===== src/tmw_consts.svh =====
// Register map, field positions and reset values of the waveform timer
`ifndef TMW_CONSTS_SVH
`define TMW_CONSTS_SVH

// Register byte offsets
`define TMW_OFS_CTRL 8'h00
`define TMW_OFS_COUNT 8'h04
`define TMW_OFS_COMPARE 8'h08
`define TMW_OFS_FLAGS 8'h0C

// Control register fields
`define TMW_CTRL_FORCE 0
`define TMW_CTRL_WAVE_LO 1
`define TMW_CTRL_WAVE_HI 2
`define TMW_CTRL_ACT_LO 3
`define TMW_CTRL_ACT_HI 4
`define TMW_CTRL_SRC_LO 5
`define TMW_CTRL_SRC_HI 7

// Flag register fields
`define TMW_FLAG_WRAP 0
`define TMW_FLAG_MATCH 1
`define TMW_FLAG_OUT 2

// Counter extremes
`define TMW_BOTTOM 8'h00
`define TMW_MAX 8'hFF

// Reset values
`define TMW_RST_CTRL 8'h00
`define TMW_RST_COUNT 8'h00
`define TMW_RST_COMPARE 8'h00
`define TMW_RST_SRC 3'h0

`endif


===== src/tmw_pkg.sv =====
// Types shared by the waveform timer files
package tmw_pkg;

    // Waveform selection codes
    typedef enum logic [1:0] {
        TMW_WAVE_NORMAL = 2'h0,
        TMW_WAVE_FAST = 2'h1,
        TMW_WAVE_CTC = 2'h2,
        TMW_WAVE_FAST_ALT = 2'h3
    } tmw_wave_t;

    // Compare output actions
    typedef enum logic [1:0] {
        TMW_ACT_NONE = 2'h0,
        TMW_ACT_TOGGLE = 2'h1,
        TMW_ACT_CLEAR = 2'h2,
        TMW_ACT_SET = 2'h3
    } tmw_act_t;

endpackage


===== src/tmw_pin_mux.sv =====
// Port pin override between the port latch and the compare output state
`timescale 1ns/10ps

module tmw_pin_mux (
    // Clock and reset
    input wire logic clk,
    input wire logic rstn,
    // Selection
    input wire logic override,
    input wire logic compare_output,
    // Port side
    input wire logic port_latch,
    input wire logic pin_direction,
    // Pin drive
    output logic pin_out,
    output logic pin_oe
);

    // Pin level: compare state replaces the latch whenever overridden
    always_ff @(posedge clk or negedge rstn) begin
        if (!rstn) begin
            pin_out <= 1'b0;
        end else begin
            pin_out <= override ? compare_output : port_latch;
        end
    end

    // Direction stays with the port direction bit
    always_ff @(posedge clk or negedge rstn) begin
        if (!rstn) begin
            pin_oe <= 1'b0;
        end else begin
            pin_oe <= pin_direction;
        end
    end

endmodule


===== src/tmw_timer.sv =====
// Eight-bit waveform timer with APB registers and compare output pin override
`timescale 1ns/10ps
`include "tmw_consts.svh"

////////////////////////////////////////////////////////////////////////////////
// How it works
// - Nonzero output action routes compare output state to the pin instead of latch.
// - Pin direction stays with the port direction bit even when overridden.
// - Override depends on output action only, never on waveform mode.
// - Output action zero leaves compare output unchanged at matches.
// - New output action first acts at the next compare match.
// - Force strobe applies the action at once, only in non-PWM modes.
// - Normal mode increments always, no clear, wraps 0xFF to 0x00.
// - Normal mode sets wrap flag when count becomes zero; interrupt service clears.
// - Normal mode accepts count writes at any time.
// - Clear-on-match mode clears counter when count equals compare value.
// - Unbuffered compare below count makes counter wrap through 0xFF first.
// - Clear-on-match with action one toggles output on every match.
// - Clear-on-match raises match flag each time the top is reached.
// - Clear-on-match sets wrap flag only on the roll from 0xFF to 0x00.
// - Fast PWM counts single slope from zero to 0xFF and restarts.
// - Fast PWM action two clears on match, sets at bottom; three inverts.
// - Fast PWM clears counter on the tick after max, period 256 ticks.
// - Fast PWM sets wrap flag each time the counter reaches max.
// - Fast PWM compare zero gives one-tick spike; max gives constant level.
// - Compare output state flip-flop is separate from the pin driver.
// - Match sets match flag on next tick; write one or service clears.
// - PWM compare writes are buffered until top; others take effect at once.
// - Count write suppresses compare match in the following tick, even stopped.
// - Tick source zero stops the counter; count stays readable and writable.
module tmw_timer (
    // Clock and reset
    input wire logic CLK,
    input wire logic RSTN,
    // APB slave
    input wire logic PSEL,
    input wire logic PENABLE,
    input wire logic PWRITE,
    input wire logic [7:0] PADDR,
    input wire logic [31:0] PWDATA,
    input wire logic [3:0] PSTRB,
    output logic [31:0] PRDATA,
    output logic PREADY,
    output logic PSLVERR,
    // Timer tick from the clock select logic
    input wire logic TICK,
    // Interrupt service acknowledges
    input wire logic WRAP_ACK,
    input wire logic MATCH_ACK,
    // Event flags
    output logic WRAP_FLAG,
    output logic MATCH_FLAG,
    // Port pin
    input wire logic PORT_LATCH,
    input wire logic PIN_DIRECTION,
    output logic PIN_OUT,
    output logic PIN_OE,
    // Compare output state
    output logic COMPARE_OUT
);

    ////////////////////////////////////////////////////////////////////////////
    // Declarations

    logic [1:0] waveform_select;
    logic [1:0] output_action_select;
    logic [2:0] tick_source_select;
    logic [7:0] count_value;
    logic [7:0] compare_buffer;
    logic [7:0] compare_value;
    logic match_block;
    logic compare_output;
    logic apb_setup_ok;
    logic apb_done;
    logic wr_en;
    logic rd_en;
    logic addr_hit;
    logic lane0;
    logic wr_ctrl;
    logic wr_count;
    logic wr_compare;
    logic wr_flags;
    logic force_match_strobe;
    logic pwm_mode;
    logic ctc_mode;
    logic timer_tick;
    logic match_now;
    logic at_max;
    logic next_at_max;
    logic [7:0] next_count;
    logic set_wrap;
    logic set_match;
    logic clr_wrap;
    logic clr_match;
    logic [31:0] next_rdata;

    ////////////////////////////////////////////////////////////////////////////
    // APB decode

    // Completed access and its kind
    assign apb_done = PSEL & PENABLE & PREADY;
    assign apb_setup_ok = PSEL & PENABLE & ~PREADY;
    assign wr_en = apb_done & PWRITE & ~PSLVERR;
    assign rd_en = apb_setup_ok & ~PWRITE;
    assign lane0 = PSTRB[0];

    // Address map check
    always_comb begin
        addr_hit = 1'b0;
        case (PADDR)
            `TMW_OFS_CTRL: addr_hit = 1'b1;
            `TMW_OFS_COUNT: addr_hit = 1'b1;
            `TMW_OFS_COMPARE: addr_hit = 1'b1;
            `TMW_OFS_FLAGS: addr_hit = 1'b1;
            default: addr_hit = 1'b0;
        endcase
    end

    // Per-register write strobes, effective on the completing edge
    assign wr_ctrl = wr_en & lane0 & (PADDR == `TMW_OFS_CTRL);
    assign wr_count = wr_en & lane0 & (PADDR == `TMW_OFS_COUNT);
    assign wr_compare = wr_en & lane0 & (PADDR == `TMW_OFS_COMPARE);
    assign wr_flags = wr_en & lane0 & (PADDR == `TMW_OFS_FLAGS);
    assign force_match_strobe = wr_ctrl & PWDATA[`TMW_CTRL_FORCE];

    // One wait state, then ready for a single cycle
    always_ff @(posedge CLK or negedge RSTN) begin
        if (!RSTN) begin
            PREADY <= 1'b0;
        end else begin
            PREADY <= apb_setup_ok;
        end
    end

    // Error answer for unmapped addresses
    always_ff @(posedge CLK or negedge RSTN) begin
        if (!RSTN) begin
            PSLVERR <= 1'b0;
        end else begin
            PSLVERR <= apb_setup_ok & ~addr_hit;
        end
    end

    // Read data selection; force strobe always reads zero
    always_comb begin
        next_rdata = 32'h0000_0000;
        case (PADDR)
            `TMW_OFS_CTRL: begin
                next_rdata[`TMW_CTRL_WAVE_HI:`TMW_CTRL_WAVE_LO] = waveform_select;
                next_rdata[`TMW_CTRL_ACT_HI:`TMW_CTRL_ACT_LO] = output_action_select;
                next_rdata[`TMW_CTRL_SRC_HI:`TMW_CTRL_SRC_LO] = tick_source_select;
            end
            `TMW_OFS_COUNT: next_rdata[7:0] = count_value;
            `TMW_OFS_COMPARE: next_rdata[7:0] = compare_buffer;
            `TMW_OFS_FLAGS: begin
                next_rdata[`TMW_FLAG_WRAP] = WRAP_FLAG;
                next_rdata[`TMW_FLAG_MATCH] = MATCH_FLAG;
                next_rdata[`TMW_FLAG_OUT] = compare_output;
            end
            default: next_rdata = 32'h0000_0000;
        endcase
    end

    // Read data register, loaded with the ready answer
    always_ff @(posedge CLK or negedge RSTN) begin
        if (!RSTN) begin
            PRDATA <= 32'h0000_0000;
        end else if (rd_en) begin
            PRDATA <= next_rdata;
        end else if (apb_done) begin
            PRDATA <= 32'h0000_0000;
        end
    end

    ////////////////////////////////////////////////////////////////////////////
    // Control register

    // Mode, action and tick source fields
    always_ff @(posedge CLK or negedge RSTN) begin
        if (!RSTN) begin
            waveform_select <= 2'h0;
            output_action_select <= 2'h0;
            tick_source_select <= `TMW_RST_SRC;
        end else if (wr_ctrl) begin
            waveform_select <= PWDATA[`TMW_CTRL_WAVE_HI:`TMW_CTRL_WAVE_LO];
            output_action_select <= PWDATA[`TMW_CTRL_ACT_HI:`TMW_CTRL_ACT_LO];
            tick_source_select <= PWDATA[`TMW_CTRL_SRC_HI:`TMW_CTRL_SRC_LO];
        end
    end

    // Mode decode; both odd codes run the single-slope PWM
    assign pwm_mode = waveform_select[0];
    assign ctc_mode = (waveform_select == tmw_pkg::TMW_WAVE_CTC);

    // Tick is gated off when no source is selected
    assign timer_tick = TICK & (tick_source_select != 3'h0);

    ////////////////////////////////////////////////////////////////////////////
    // Compare value and match

    // Buffer written by software, active copy loaded per mode
    always_ff @(posedge CLK or negedge RSTN) begin
        if (!RSTN) begin
            compare_buffer <= `TMW_RST_COMPARE;
        end else if (wr_compare) begin
            compare_buffer <= PWDATA[7:0];
        end
    end

    // Active compare: immediate outside PWM, at top inside PWM
    always_ff @(posedge CLK or negedge RSTN) begin
        if (!RSTN) begin
            compare_value <= `TMW_RST_COMPARE;
        end else if (!pwm_mode) begin
            compare_value <= wr_compare ? PWDATA[7:0] : compare_buffer;
        end else if (timer_tick && at_max) begin
            compare_value <= compare_buffer;
        end
    end

    // Count write blocks the match of the next tick, even while stopped
    always_ff @(posedge CLK or negedge RSTN) begin
        if (!RSTN) begin
            match_block <= 1'b0;
        end else if (wr_count) begin
            match_block <= 1'b1;
        end else if (timer_tick) begin
            match_block <= 1'b0;
        end
    end

    // Comparator and extremes
    assign match_now = (count_value == compare_value) & ~match_block;
    assign at_max = (count_value == `TMW_MAX);

    ////////////////////////////////////////////////////////////////////////////
    // Counter

    // Next count by mode
    always_comb begin
        next_count = count_value + 8'h01;
        if (ctc_mode && match_now) begin
            next_count = `TMW_BOTTOM;
        end else if (pwm_mode && at_max) begin
            next_count = `TMW_BOTTOM;
        end
    end

    assign next_at_max = (next_count == `TMW_MAX);

    // Count register; software write wins over counting
    always_ff @(posedge CLK or negedge RSTN) begin
        if (!RSTN) begin
            count_value <= `TMW_RST_COUNT;
        end else if (wr_count) begin
            count_value <= PWDATA[7:0];
        end else if (timer_tick) begin
            count_value <= next_count;
        end
    end

    ////////////////////////////////////////////////////////////////////////////
    // Event flags

    // Overflow flag source per mode
    always_comb begin
        if (pwm_mode) begin
            set_wrap = timer_tick & ~wr_count & next_at_max;
        end else begin
            set_wrap = timer_tick & ~wr_count & at_max;
        end
    end

    // Match flag raised on the tick following an equal count
    assign set_match = timer_tick & match_now;
    assign clr_wrap = WRAP_ACK | (wr_flags & PWDATA[`TMW_FLAG_WRAP]);
    assign clr_match = MATCH_ACK | (wr_flags & PWDATA[`TMW_FLAG_MATCH]);

    // Overflow flag; set beats clear
    always_ff @(posedge CLK or negedge RSTN) begin
        if (!RSTN) begin
            WRAP_FLAG <= 1'b0;
        end else if (set_wrap) begin
            WRAP_FLAG <= 1'b1;
        end else if (clr_wrap) begin
            WRAP_FLAG <= 1'b0;
        end
    end

    // Match flag; set beats clear
    always_ff @(posedge CLK or negedge RSTN) begin
        if (!RSTN) begin
            MATCH_FLAG <= 1'b0;
        end else if (set_match) begin
            MATCH_FLAG <= 1'b1;
        end else if (clr_match) begin
            MATCH_FLAG <= 1'b0;
        end
    end

    ////////////////////////////////////////////////////////////////////////////
    // Waveform generator

    // Compare output state, separate from the pin driver
    always_ff @(posedge CLK or negedge RSTN) begin
        if (!RSTN) begin
            compare_output <= 1'b0;
        end else if (!pwm_mode) begin
            if ((timer_tick && match_now) || force_match_strobe) begin
                unique case (output_action_select)
                    tmw_pkg::TMW_ACT_NONE: compare_output <= compare_output;
                    tmw_pkg::TMW_ACT_TOGGLE: compare_output <= ~compare_output;
                    tmw_pkg::TMW_ACT_CLEAR: compare_output <= 1'b0;
                    tmw_pkg::TMW_ACT_SET: compare_output <= 1'b1;
                endcase
            end
        end else if (timer_tick) begin
            unique case (output_action_select)
                tmw_pkg::TMW_ACT_NONE: compare_output <= compare_output;
                tmw_pkg::TMW_ACT_TOGGLE: begin
                    if (match_now) begin
                        compare_output <= ~compare_output;
                    end
                end
                // Bottom wins over match so MAX gives a steady level
                tmw_pkg::TMW_ACT_CLEAR: begin
                    if (at_max) begin
                        compare_output <= 1'b1;
                    end else if (match_now) begin
                        compare_output <= 1'b0;
                    end
                end
                tmw_pkg::TMW_ACT_SET: begin
                    if (at_max) begin
                        compare_output <= 1'b0;
                    end else if (match_now) begin
                        compare_output <= 1'b1;
                    end
                end
            endcase
        end
    end

    // Registered copy of the state for the system; software reads the state flip-flop itself
    always_ff @(posedge CLK or negedge RSTN) begin
        if (!RSTN) begin
            COMPARE_OUT <= 1'b0;
        end else begin
            COMPARE_OUT <= compare_output;
        end
    end

    ////////////////////////////////////////////////////////////////////////////
    // Pin override

    // Override follows output action only
    tmw_pin_mux u_pin_mux (
        .clk(CLK),
        .rstn(RSTN),
        .override(output_action_select != 2'h0),
        .compare_output(compare_output),
        .port_latch(PORT_LATCH),
        .pin_direction(PIN_DIRECTION),
        .pin_out(PIN_OUT),
        .pin_oe(PIN_OE)
    );

endmodule


===== config.mk =====
export PLATFORM = sky130hd
export DESIGN_NAME = tmw_timer
export DESIGN_NICKNAME = d
export VERILOG_FILES = /design/src/tmw_pkg.sv /design/src/tmw_pin_mux.sv /design/src/tmw_timer.sv
export VERILOG_INCLUDE_DIRS = /design/src
export SDC_FILE = /design/constraint.sdc
export NUM_CORES = 1
export LEC_CHECK = 0
export BUFFER_PORTS_ARGS = -buffer_cell sky130_fd_sc_hd__buf_4
export CORE_MARGIN = 5
export CORE_UTILIZATION = 50
export CTS_CLUSTER_DIAMETER = 80
export DETAILED_ROUTE_END_ITERATION = 7
export GPL_TIMING_DRIVEN = 0
export MAX_ROUTING_LAYER = met4
export PLACE_DENSITY = 0.79
export SLEW_MARGIN = 30
export SYNTH_ARGS = -nofsm -noshare
export SYNTH_HDL_FRONTEND = slang
export SYNTH_SLANG_ARGS = --single-unit

===== constraint.sdc =====
create_clock -name CLK -period 2.56 [get_ports CLK]
set_clock_uncertainty 0.2 [all_clocks]
set_input_delay 0.384 -clock CLK [delete_from_list [all_inputs] [get_ports CLK]]
set_output_delay 0.384 -clock CLK [all_outputs]
set_load 0.01 [all_outputs]

## Yosys cells after proc, flatten, opt, wreduce, memory -nomap -nowiden

Cells that the tools add are included.

- Bits in registers: 72
- Input port bits: 54
- Output and inout bits: 39

- Add/sub/neg operators: 1
- Equal/unequal tests: 15
- Muxes and demuxes: 31
- Bitwise operators: 31
- Reductions and logical operators: 16

Operator list:

| kind | count |
|---|---|
| $mux 32 | 2 |
| $mux 8 | 7 |
| $and 1x1->1 | 21 |
| $mux 1 | 17 |
| $eq 8x4->1 const B | 2 |
| $eq 8x8->1 const B | 2 |
| $pmux 5 s3 | 1 |
| $reduce_bool 2->1 | 6 |
| $pmux 1 s3 | 3 |
| $add 8x1->8 const B | 1 |
| $eq 8x3->1 const B | 1 |
| $eq 8x8->1 | 1 |
| $logic_not 8->1 | 1 |
| $ne 4x4->1 const B | 2 |
| $not 1->1 | 8 |
| $pmux 2 s4 | 1 |
| $eq 2x2->1 const B | 3 |
| $reduce_and 6->1 | 1 |
| $logic_and 1x1->1 | 4 |
| $ne 2x1->1 const B | 2 |
| $reduce_or 4->1 | 1 |
| $ne 3x3->1 const B | 1 |
| $reduce_bool 3->1 | 1 |
| $eq 2x1->1 const B | 1 |
| 3 further kinds | 4 |

## Logic depth before layout (Yosys ltp)

Gate-level depths: netlist of run 1.

- Word-level depth: 11
- Gate-level depth with buffers: 7

## By module

From an unflattened synthesis of run 1, not the netlist that was laid out.

- Cell total of the unflattened synthesis: 278
- Area total of the unflattened synthesis: 2,747.6 um2

Modules (own cells, without submodules):

| module | times used | cells each | area an instance (um2) | seq. area each (um2) |
|---|---|---|---|---|
| tmw_timer | 1 | 275 | 2,682.6 | 1,151.1 |
| tmw_pin_mux | 1 | 3 | 65.1 | 50.0 |

## Worst setup path after synthesis of run 1

No wires, ideal clock.

- Kind: input -> register
- Start point: input PADDR[5]
- End point: register compare_output
- Setup time: 82 ps
- Arrival: 2,120 ps
- Data required time: 2,278 ps
- Slack: 157 ps
- Stages: 6
- Cell sequence: or4_4 or4_4 nor3_4 nand3b_2 and3_1 o22ai_1

- Longest elaborated chain between the ends: 6

Ends and longest elaborated chain:

| what | RTL line | text |
|---|---|---|
| from (decl) | tmw_timer.sv:39 | `input wire logic [7:0] PADDR,` |
| $logic_not 8->1 | - |  |
| $and 1x1->1 | tmw_timer.sv:120 | `` assign wr_ctrl = wr_en & lane0 & (PADDR == `TMW_OFS_CTRL); `` |
| $and 1x1->1 | tmw_timer.sv:124 | `` assign force_match_strobe = wr_ctrl & PWDATA[`TMW_CTRL_FORCE]; `` |
| $logic_or 1x1->1 | tmw_timer.sv:309 | `if ((timer_tick && match_now) \|\| force_match_strobe) begin` |
| $reduce_bool 2->1 (no source line) | - |  |
| $reduce_and 6->1 (no source line) | - |  |
| to (signal assigned) | tmw_timer.sv:311 | `tmw_pkg::TMW_ACT_NONE: compare_output <= compare_output;` |
| to (signal assigned) | tmw_timer.sv:312 | `tmw_pkg::TMW_ACT_TOGGLE: compare_output <= ~compare_output;` |
| to (signal assigned) | tmw_timer.sv:319 | `tmw_pkg::TMW_ACT_NONE: compare_output <= compare_output;` |
| to (decl) | tmw_timer.sv:72 | `logic compare_output;` |

No other way between the ends.
A chain may end at the register's enable or synchronous reset.

## Final worst setup path of run 1

Ends and elaborated chain as after synthesis.

==> flow_summary.json, run 1 <==
{
  "wirelength_um": 6630,
  "fin_crit_sh": 0.939,
  "p_leak_nw": 1.60,
  "synth-adder-area-share": 0.00455,
  "layout_common_cells": "buf_4 (66), dfrtp_1 (48), nand2_1 (40)",
  "p_switching_uw": 340,
  "synth_edf_count": 0,
  "start_util": 0.505,
  "tightestPinTransition_ns": 0.625,
  "critPathCaptureType": "flip-flop",
  "critPathKind": "in2reg",
  "grt_setup_unrepaired": "false",
  "routed_via_density": 5.37,
  "relSlewSlack": 0.583,
  "synth_seq_cells": 48,
  "fin_crit_ns": 2.40,
  "yosysTopAreaCell": "dfrtp_1",
  "synthMuxAreaShare": 0.0747,
  "antenna_found_initial": 0,
  "avgSynthCellArea_um2": 9.54,
  "synth_xor_area_frac": 0.0255,
  "finalSetupViolCount": 0,
  "antennaDiodeCount": 0,
  "use_met3": 0.0471,
  "antenna_left": 0,
  "rows": 27,
  "synth_compound_area_frac": 0.153,
  "chipHeight_um": 84.1,
  "port_buffers": 40,
  "dr.pass1.iters": 4,
  "cts_buffers": 5,
  "fin_nets": 416,
  "hpwl_um": 4940,
  "clockBufferDepth": 2,
  "synth_cell_type_count": 54,
  "grtUsageTotal": 0.197,
  "worstPathMaxFanout": 8,
  "max_freq_ghz": 0.416,
  "cap_violations": 0,
  "yosysSeqAreaShare": 0.437,
  "synth_flop_cell": "dfrtp_1",
  "fin_cells": 434,
  "yosys.area_share.simple": 0.200,
  "cp_data_required_time_ns": 2.59,
  "power.internal_mw": 1.13,
  "cts_tree": "built",
  "die_w_um": 84.1,
  "hold_violations": 0,
  "htreeDepth": 2,
  "switching_share": 0.232,
  "place_ws_ns": -0.304,
  "overflow": 0,
  "grt_pass1_wl_um": 11000,
  "ctsRootBufferMaster": "clkbuf_8",
  "hold_class": "in2reg",
  "start_kind": "input pin",
  "clockPowerShare": 0.374,
  "grt_use_met1": 0.263,
  "grtUsageMet2": 0.292,
  "peakVddDrop_mv": 0.391,
  "combPwrFrac": 0.101,
  "setup_ws_ns": 0.155,
  "routedWlPerCell_um": 15.3,
  "async_flop_share": 1.00,
  "synth_top_family_by_area": "simple AND/OR/NAND/NOR gates",
  "final_max_slew_viol_count": 0,
  "netlist_area_mm2": 0.00275,
  "synthCells": 288,
  "clkLatencyLatePin_ns": 0.31,
  "clk_pin_slew_ns": 0.08,
  "area_growth_pct": 23.0,
  "coreArea_mm2": 0.00544,
  "final_common_cell": "buf_4",
  "io_pins": 93,
  "power_density_mw_per_mm2": 434,
  "yosysWarnings": 0,
  "busiest_layer": "met2",
  "final_layout_size_suffix_gt1_frac": 0.260,
  "worstPathArrival_ns": 2.43,
  "drcViolationCount": 0,
  "drt_iter0_drc": 186,
  "dp_cells": 423,
  "seq_power_share": 0.525,
  "post-route-util": 0.622,
  "die_area_mm2": 0.00708,
  "synth.top_cell.area_share": 0.437,
  "cts.sinks": 48,
  "place_congestion": 0.924,
  "vias": 2330,
  "grt_pass1_vias": 2280,
  "grt_max_degree": 49,
  "synth_area_leaders": "dfrtp_1 (44%), buf_4 (6.8%), nand2_1 (5.5%)",
  "status": "complete, no violations"
}
-- layout make-up --
class,count,area (um2)
sequential,48,1200
fill,470,2060
buffer,36,239
clock inverter,2,35.0
timing repair buffer,43,328
multi-input combinational,215,1370
clock buffer,6,72.6
inverter,12,45.0
tap,72,90.1
-- critical path, stage by stage --
cell and delay (ns):
buf_4 0.11, or4_4 0.54, or4_4 0.52, nor3_4 0.40, nand3b_2 0.13, and3_1 0.19
o22ai_1 0.16
-- state kept, by name, indices dropped and copies added, names as in the netlist, 2 cells and up --
register	cells
compare_buffer	8
compare_value	8
waveform_select	2
output_action_select	2
PRDATA	8
tick_source_select	3
count_value	8
-- cells by family (layout without fill, tap and decap cells) --
family	Yosys count	count (layout)
buffers and inverters	48	99
AO/OA/AOI/OAI	62	62
XOR/XNOR	8	8
other	1	24
flip-flops	48	48
AND/OR/NAND/NOR	103	103
adder cells (fa/ha/maj)	1	1
multiplexers	17	17
-- Yosys cell counts (all sizes together) (3+ instances only) --
library cell / instances
and2: 4
or4: 3
o21ai: 21
nand3: 10
nor2: 8
mux2: 8
nor2b: 9
nand4: 5
xor2: 8
inv: 12
buf: 25
o21a: 4
nand3b: 3
clkbuf: 11
nand2: 40
o31ai: 3
dfrtp: 48
o221ai: 6
a22o: 5
mux2i: 7
and3: 4
nor3: 5
a21oi: 8
-- repair_timing --
item / CTS / global route
hold endpoints to repair: 49 / 0
setup buffers: 0 / 1
setup endpoints to repair: 8 / 20
hold buffers: 2 / 0
gates resized for setup: 1 / 3
pin swaps: 0 / 1
-- power by group through the flow --
| stage | logic [mW] | registers (mW) | clock network, mW |
|---|---|---|---|
| CTS | 0.146 | 0.769 | 0.561 |
| global placement | 0.143 | 0.784 | 0 |
| floorplan | 0.0754 | 0.785 | 0 |
| detailed placement | 0.144 | 0.784 | 0 |
| finish | 0.148 | 0.769 | 0.549 |
| global route | 0.162 | 0.770 | 0.587 |
-- worst paths after layout --
check,from,endpoint,slack [ns],cells after the start
min in group asynchronous,RSTN,count_value[6]$_DFFE_PN0P_,0.41,2
worst max-delay path,PADDR[5],compare_output$_DFFE_PN0P_,0.16,7
worst min register to register,compare_output$_DFFE_PN0P_,COMPARE_OUT$_DFF_PN0_,0.25,0
worst min-delay path,PORT_LATCH,u_pin_mux.pin_out$_DFF_PN0_,0.07,3
worst max register to register,count_value[0]$_DFFE_PN0P_,compare_value[6]$_DFFE_PN0P_,0.22,7
max in group asynchronous,RSTN,waveform_select[1]$_DFFE_PN0N_,1.35,2
-- per-layer routing --
metal	vias up	part of all wire	wire, um
met4	0	0.025	169
li1	1126	-	-
met1	1087	0.44	2910
met3	17	0.085	563
met2	100	0.45	2990
met5	-	0	0
-- stage by stage --
step	hold slack (ns)	area, um2	power [mW]	setup TNS, ns
after floorplan	-0.112	2830	0.860	0
after global placement	0.232	3220	0.926	-5.42
after detailed placement	0.232	3220	0.928	-5.50
after CTS	0.0722	3360	1.48	0
after global routing	0.0818	3380	1.52	0
final	0.0726	3380	1.47	0
(Power assumes the default switching activity.)
==> run 2, diff against run 1 <==
--- a/config.mk
+++ b/config.mk
@@ -7,7 +7,7 @@
 export NUM_CORES = 1
 export LEC_CHECK = 0
 export BUFFER_PORTS_ARGS = -buffer_cell sky130_fd_sc_hd__buf_4
-export CORE_MARGIN = 5
+export CORE_MARGIN = 3
 export CORE_UTILIZATION = 50
 export CTS_CLUSTER_DIAMETER = 80
 export DETAILED_ROUTE_END_ITERATION = 7
==> flow_summary.json, run 2 (synthesis gave the netlist of run 1 again) <==
{
  "final_common_cell": "buf_4",
  "peakVddDrop_mv": 0.391,
  "fin_crit_ns": 2.41,
  "final_layout_size_suffix_gt1_frac": 0.264,
  "start_util": 0.528,
  "power_density_mw_per_mm2": 432,
  "max_freq_ghz": 0.416,
  "total_power_mw": 1.46,
  "grt_setup_unrepaired": "false",
  "io_pins": 93,
  "fin_crit_sh": 0.940,
  "cp_num_buf_inv": 1,
  "p_switching_uw": 338,
  "cp_slowest_stage_delay_ns": 0.54,
  "drt_iter0_drc": 215,
  "post-route-util": 0.652,
  "grtUsageTotal": 0.230,
  "switching_share": 0.231,
  "hpwl_um": 5100,
  "register_area_mm2": 0.00120,
  "coreArea_mm2": 0.00520,
  "grt_max_degree": 49,
  "grt_pass1_vias": 2188,
  "clockBufferDepth": 2,
  "dr.pass1.iters": 4,
  "worstPathArrival_ns": 2.43,
  "worstPathMaxFanout": 8,
  "critPathCaptureType": "flip-flop",
  "clkLatencyLatePin_ns": 0.30,
  "antenna_left": 0,
  "cp_data_required_time_ns": 2.59,
  "place_congestion": 1.00,
  "fin_cells": 434,
  "die_area_mm2": 0.00642,
  "clk_pin_slew_ns": 0.08,
  "hold_violations": 0,
  "p_leak_nw": 1.61,
  "htreeDepth": 2,
  "cpMaxStageDelayCell": "or4_4",
  "cts_tree": "built",
  "drcViolationCount": 0,
  "antenna_found_initial": 0,
  "cts.sinks": 48,
  "routed_via_density": 5.35,
  "combPwrFrac": 0.102,
  "cp_top_family": "simple AND/OR/NAND/NOR gates",
  "antennaDiodeCount": 0,
  "clockPowerShare": 0.372,
  "seq_power_share": 0.525,
  "relSlewSlack": 0.576,
  "start_kind": "input pin",
  "path_cells": "buf_4 -> or4_4 -> or4_4 -> nor3_4 -> nand3b_2 -> and3_1 -> o22ai_1",
  "fillers": 451,
  "routedWlPerCell_um": 15.8,
  "status": "complete, no violations",
  "die_w_um": 80.1,
  "cap_violations": 0,
  "overflow": 0,
  "layout_common_cells": "buf_4 (68), dfrtp_1 (48), nand2_1 (40)",
  "critPathKind": "in2reg",
  "fin_nets": 418,
  "multi_input_area_mm2": 0.00137,
  "setup_ws_ns": 0.155,
  "dp_cells": 421,
  "place_ws_ns": -0.377,
  "port_buffers": 40,
  "finalSetupViolCount": 0,
  "tns_ns": 0,
  "final_max_slew_viol_count": 0,
  "grt_pass1_wl_um": 11000,
  "cts_buffers": 5,
  "vias": 2320,
  "power.internal_mw": 1.13,
  "tightestPinTransition_ns": 0.636,
  "area_growth_pct": 23.5,
  "crit_top_cell": "or4_4",
  "hold_class": "in2reg",
  "wirelength_um": 6850,
  "chipHeight_um": 80.1,
  "rows": 26,
  "ctsRootBufferMaster": "clkbuf_8"
}
## run 2: changes by cell type in the layout (fill, tap and decap cells not counted)
cell	previous run	this run
buf_4	66	68
## run 2: power by group through the flow
stage	registers [mW]	logic (mW)	clock network, mW
after floorplan	0.785	0.0754	0
after global routing	0.770	0.164	0.582
after detailed placement	0.784	0.144	0
after global placement	0.784	0.143	0
final	0.769	0.150	0.545
after CTS	0.769	0.148	0.556
## run 2: worst paths after layout
| path | start | end | slack [ns] | cells after the start |
|---|---|---|---|---|
| worst max-delay path | PADDR[5] | compare_output$_DFFE_PN0P_ | 0.15 | 7 |
| worst min-delay path | PORT_LATCH | u_pin_mux.pin_out$_DFF_PN0_ | 0.09 | 3 |
| worst max register to register | count_value[2]$_DFFE_PN0P_ | count_value[6]$_DFFE_PN0P_ | 0.16 | 8 |
| worst min register to register | compare_output$_DFFE_PN0P_ | COMPARE_OUT$_DFF_PN0_ | 0.26 | 0 |
| max in group asynchronous | RSTN | MATCH_FLAG$_DFFE_PN0P_ | 1.32 | 2 |
| min in group asynchronous | RSTN | tick_source_select[1]$_DFFE_PN0N_ | 0.42 | 2 |
## run 2: final cells by class
class                      count  share of cell area
multi-input combinational    215               0.404
sequential                    48               0.354
timing repair buffer          45               0.101
buffer                        36              0.0704
tap                           70              0.0258
clock buffer                   6              0.0214
inverter                      12              0.0133
clock inverter                 2              0.0103
## run 2: per-layer routing
metal  global-route usage  up-vias  routed length, um
li1                     -     1134                  -
met1                0.321     1073               3050
met2                0.345      101               3170
met3               0.0437       12                538
met4               0.0608        0                 89
met5                    -        -                  0
## run 2: stage by stage
| step | area (um2) | hold WS [ns] |
|---|---|---|
| after detailed placement | 3230 | 0.229 |
| after CTS | 3360 | 0.0890 |
| after floorplan | 2830 | -0.112 |
| after global placement | 3220 | 0.227 |
| final | 3390 | 0.0865 |
| after global routing | 3390 | 0.0871 |
## run 2: tightest hold or removal path, cell delays in order
cell	delay (ns)
buf_4	0.07
nand2_1	0.03
o21ai_0	0.06
## run 2: timing repair
item | CTS | global route
pin swaps | 1 | 1
endpoints found under the hold margin | 49 | 0
setup buffers | 0 | 3
gates resized for setup | 1 | 2
hold buffers | 2 | 0
endpoints found under the setup margin | 8 | 14
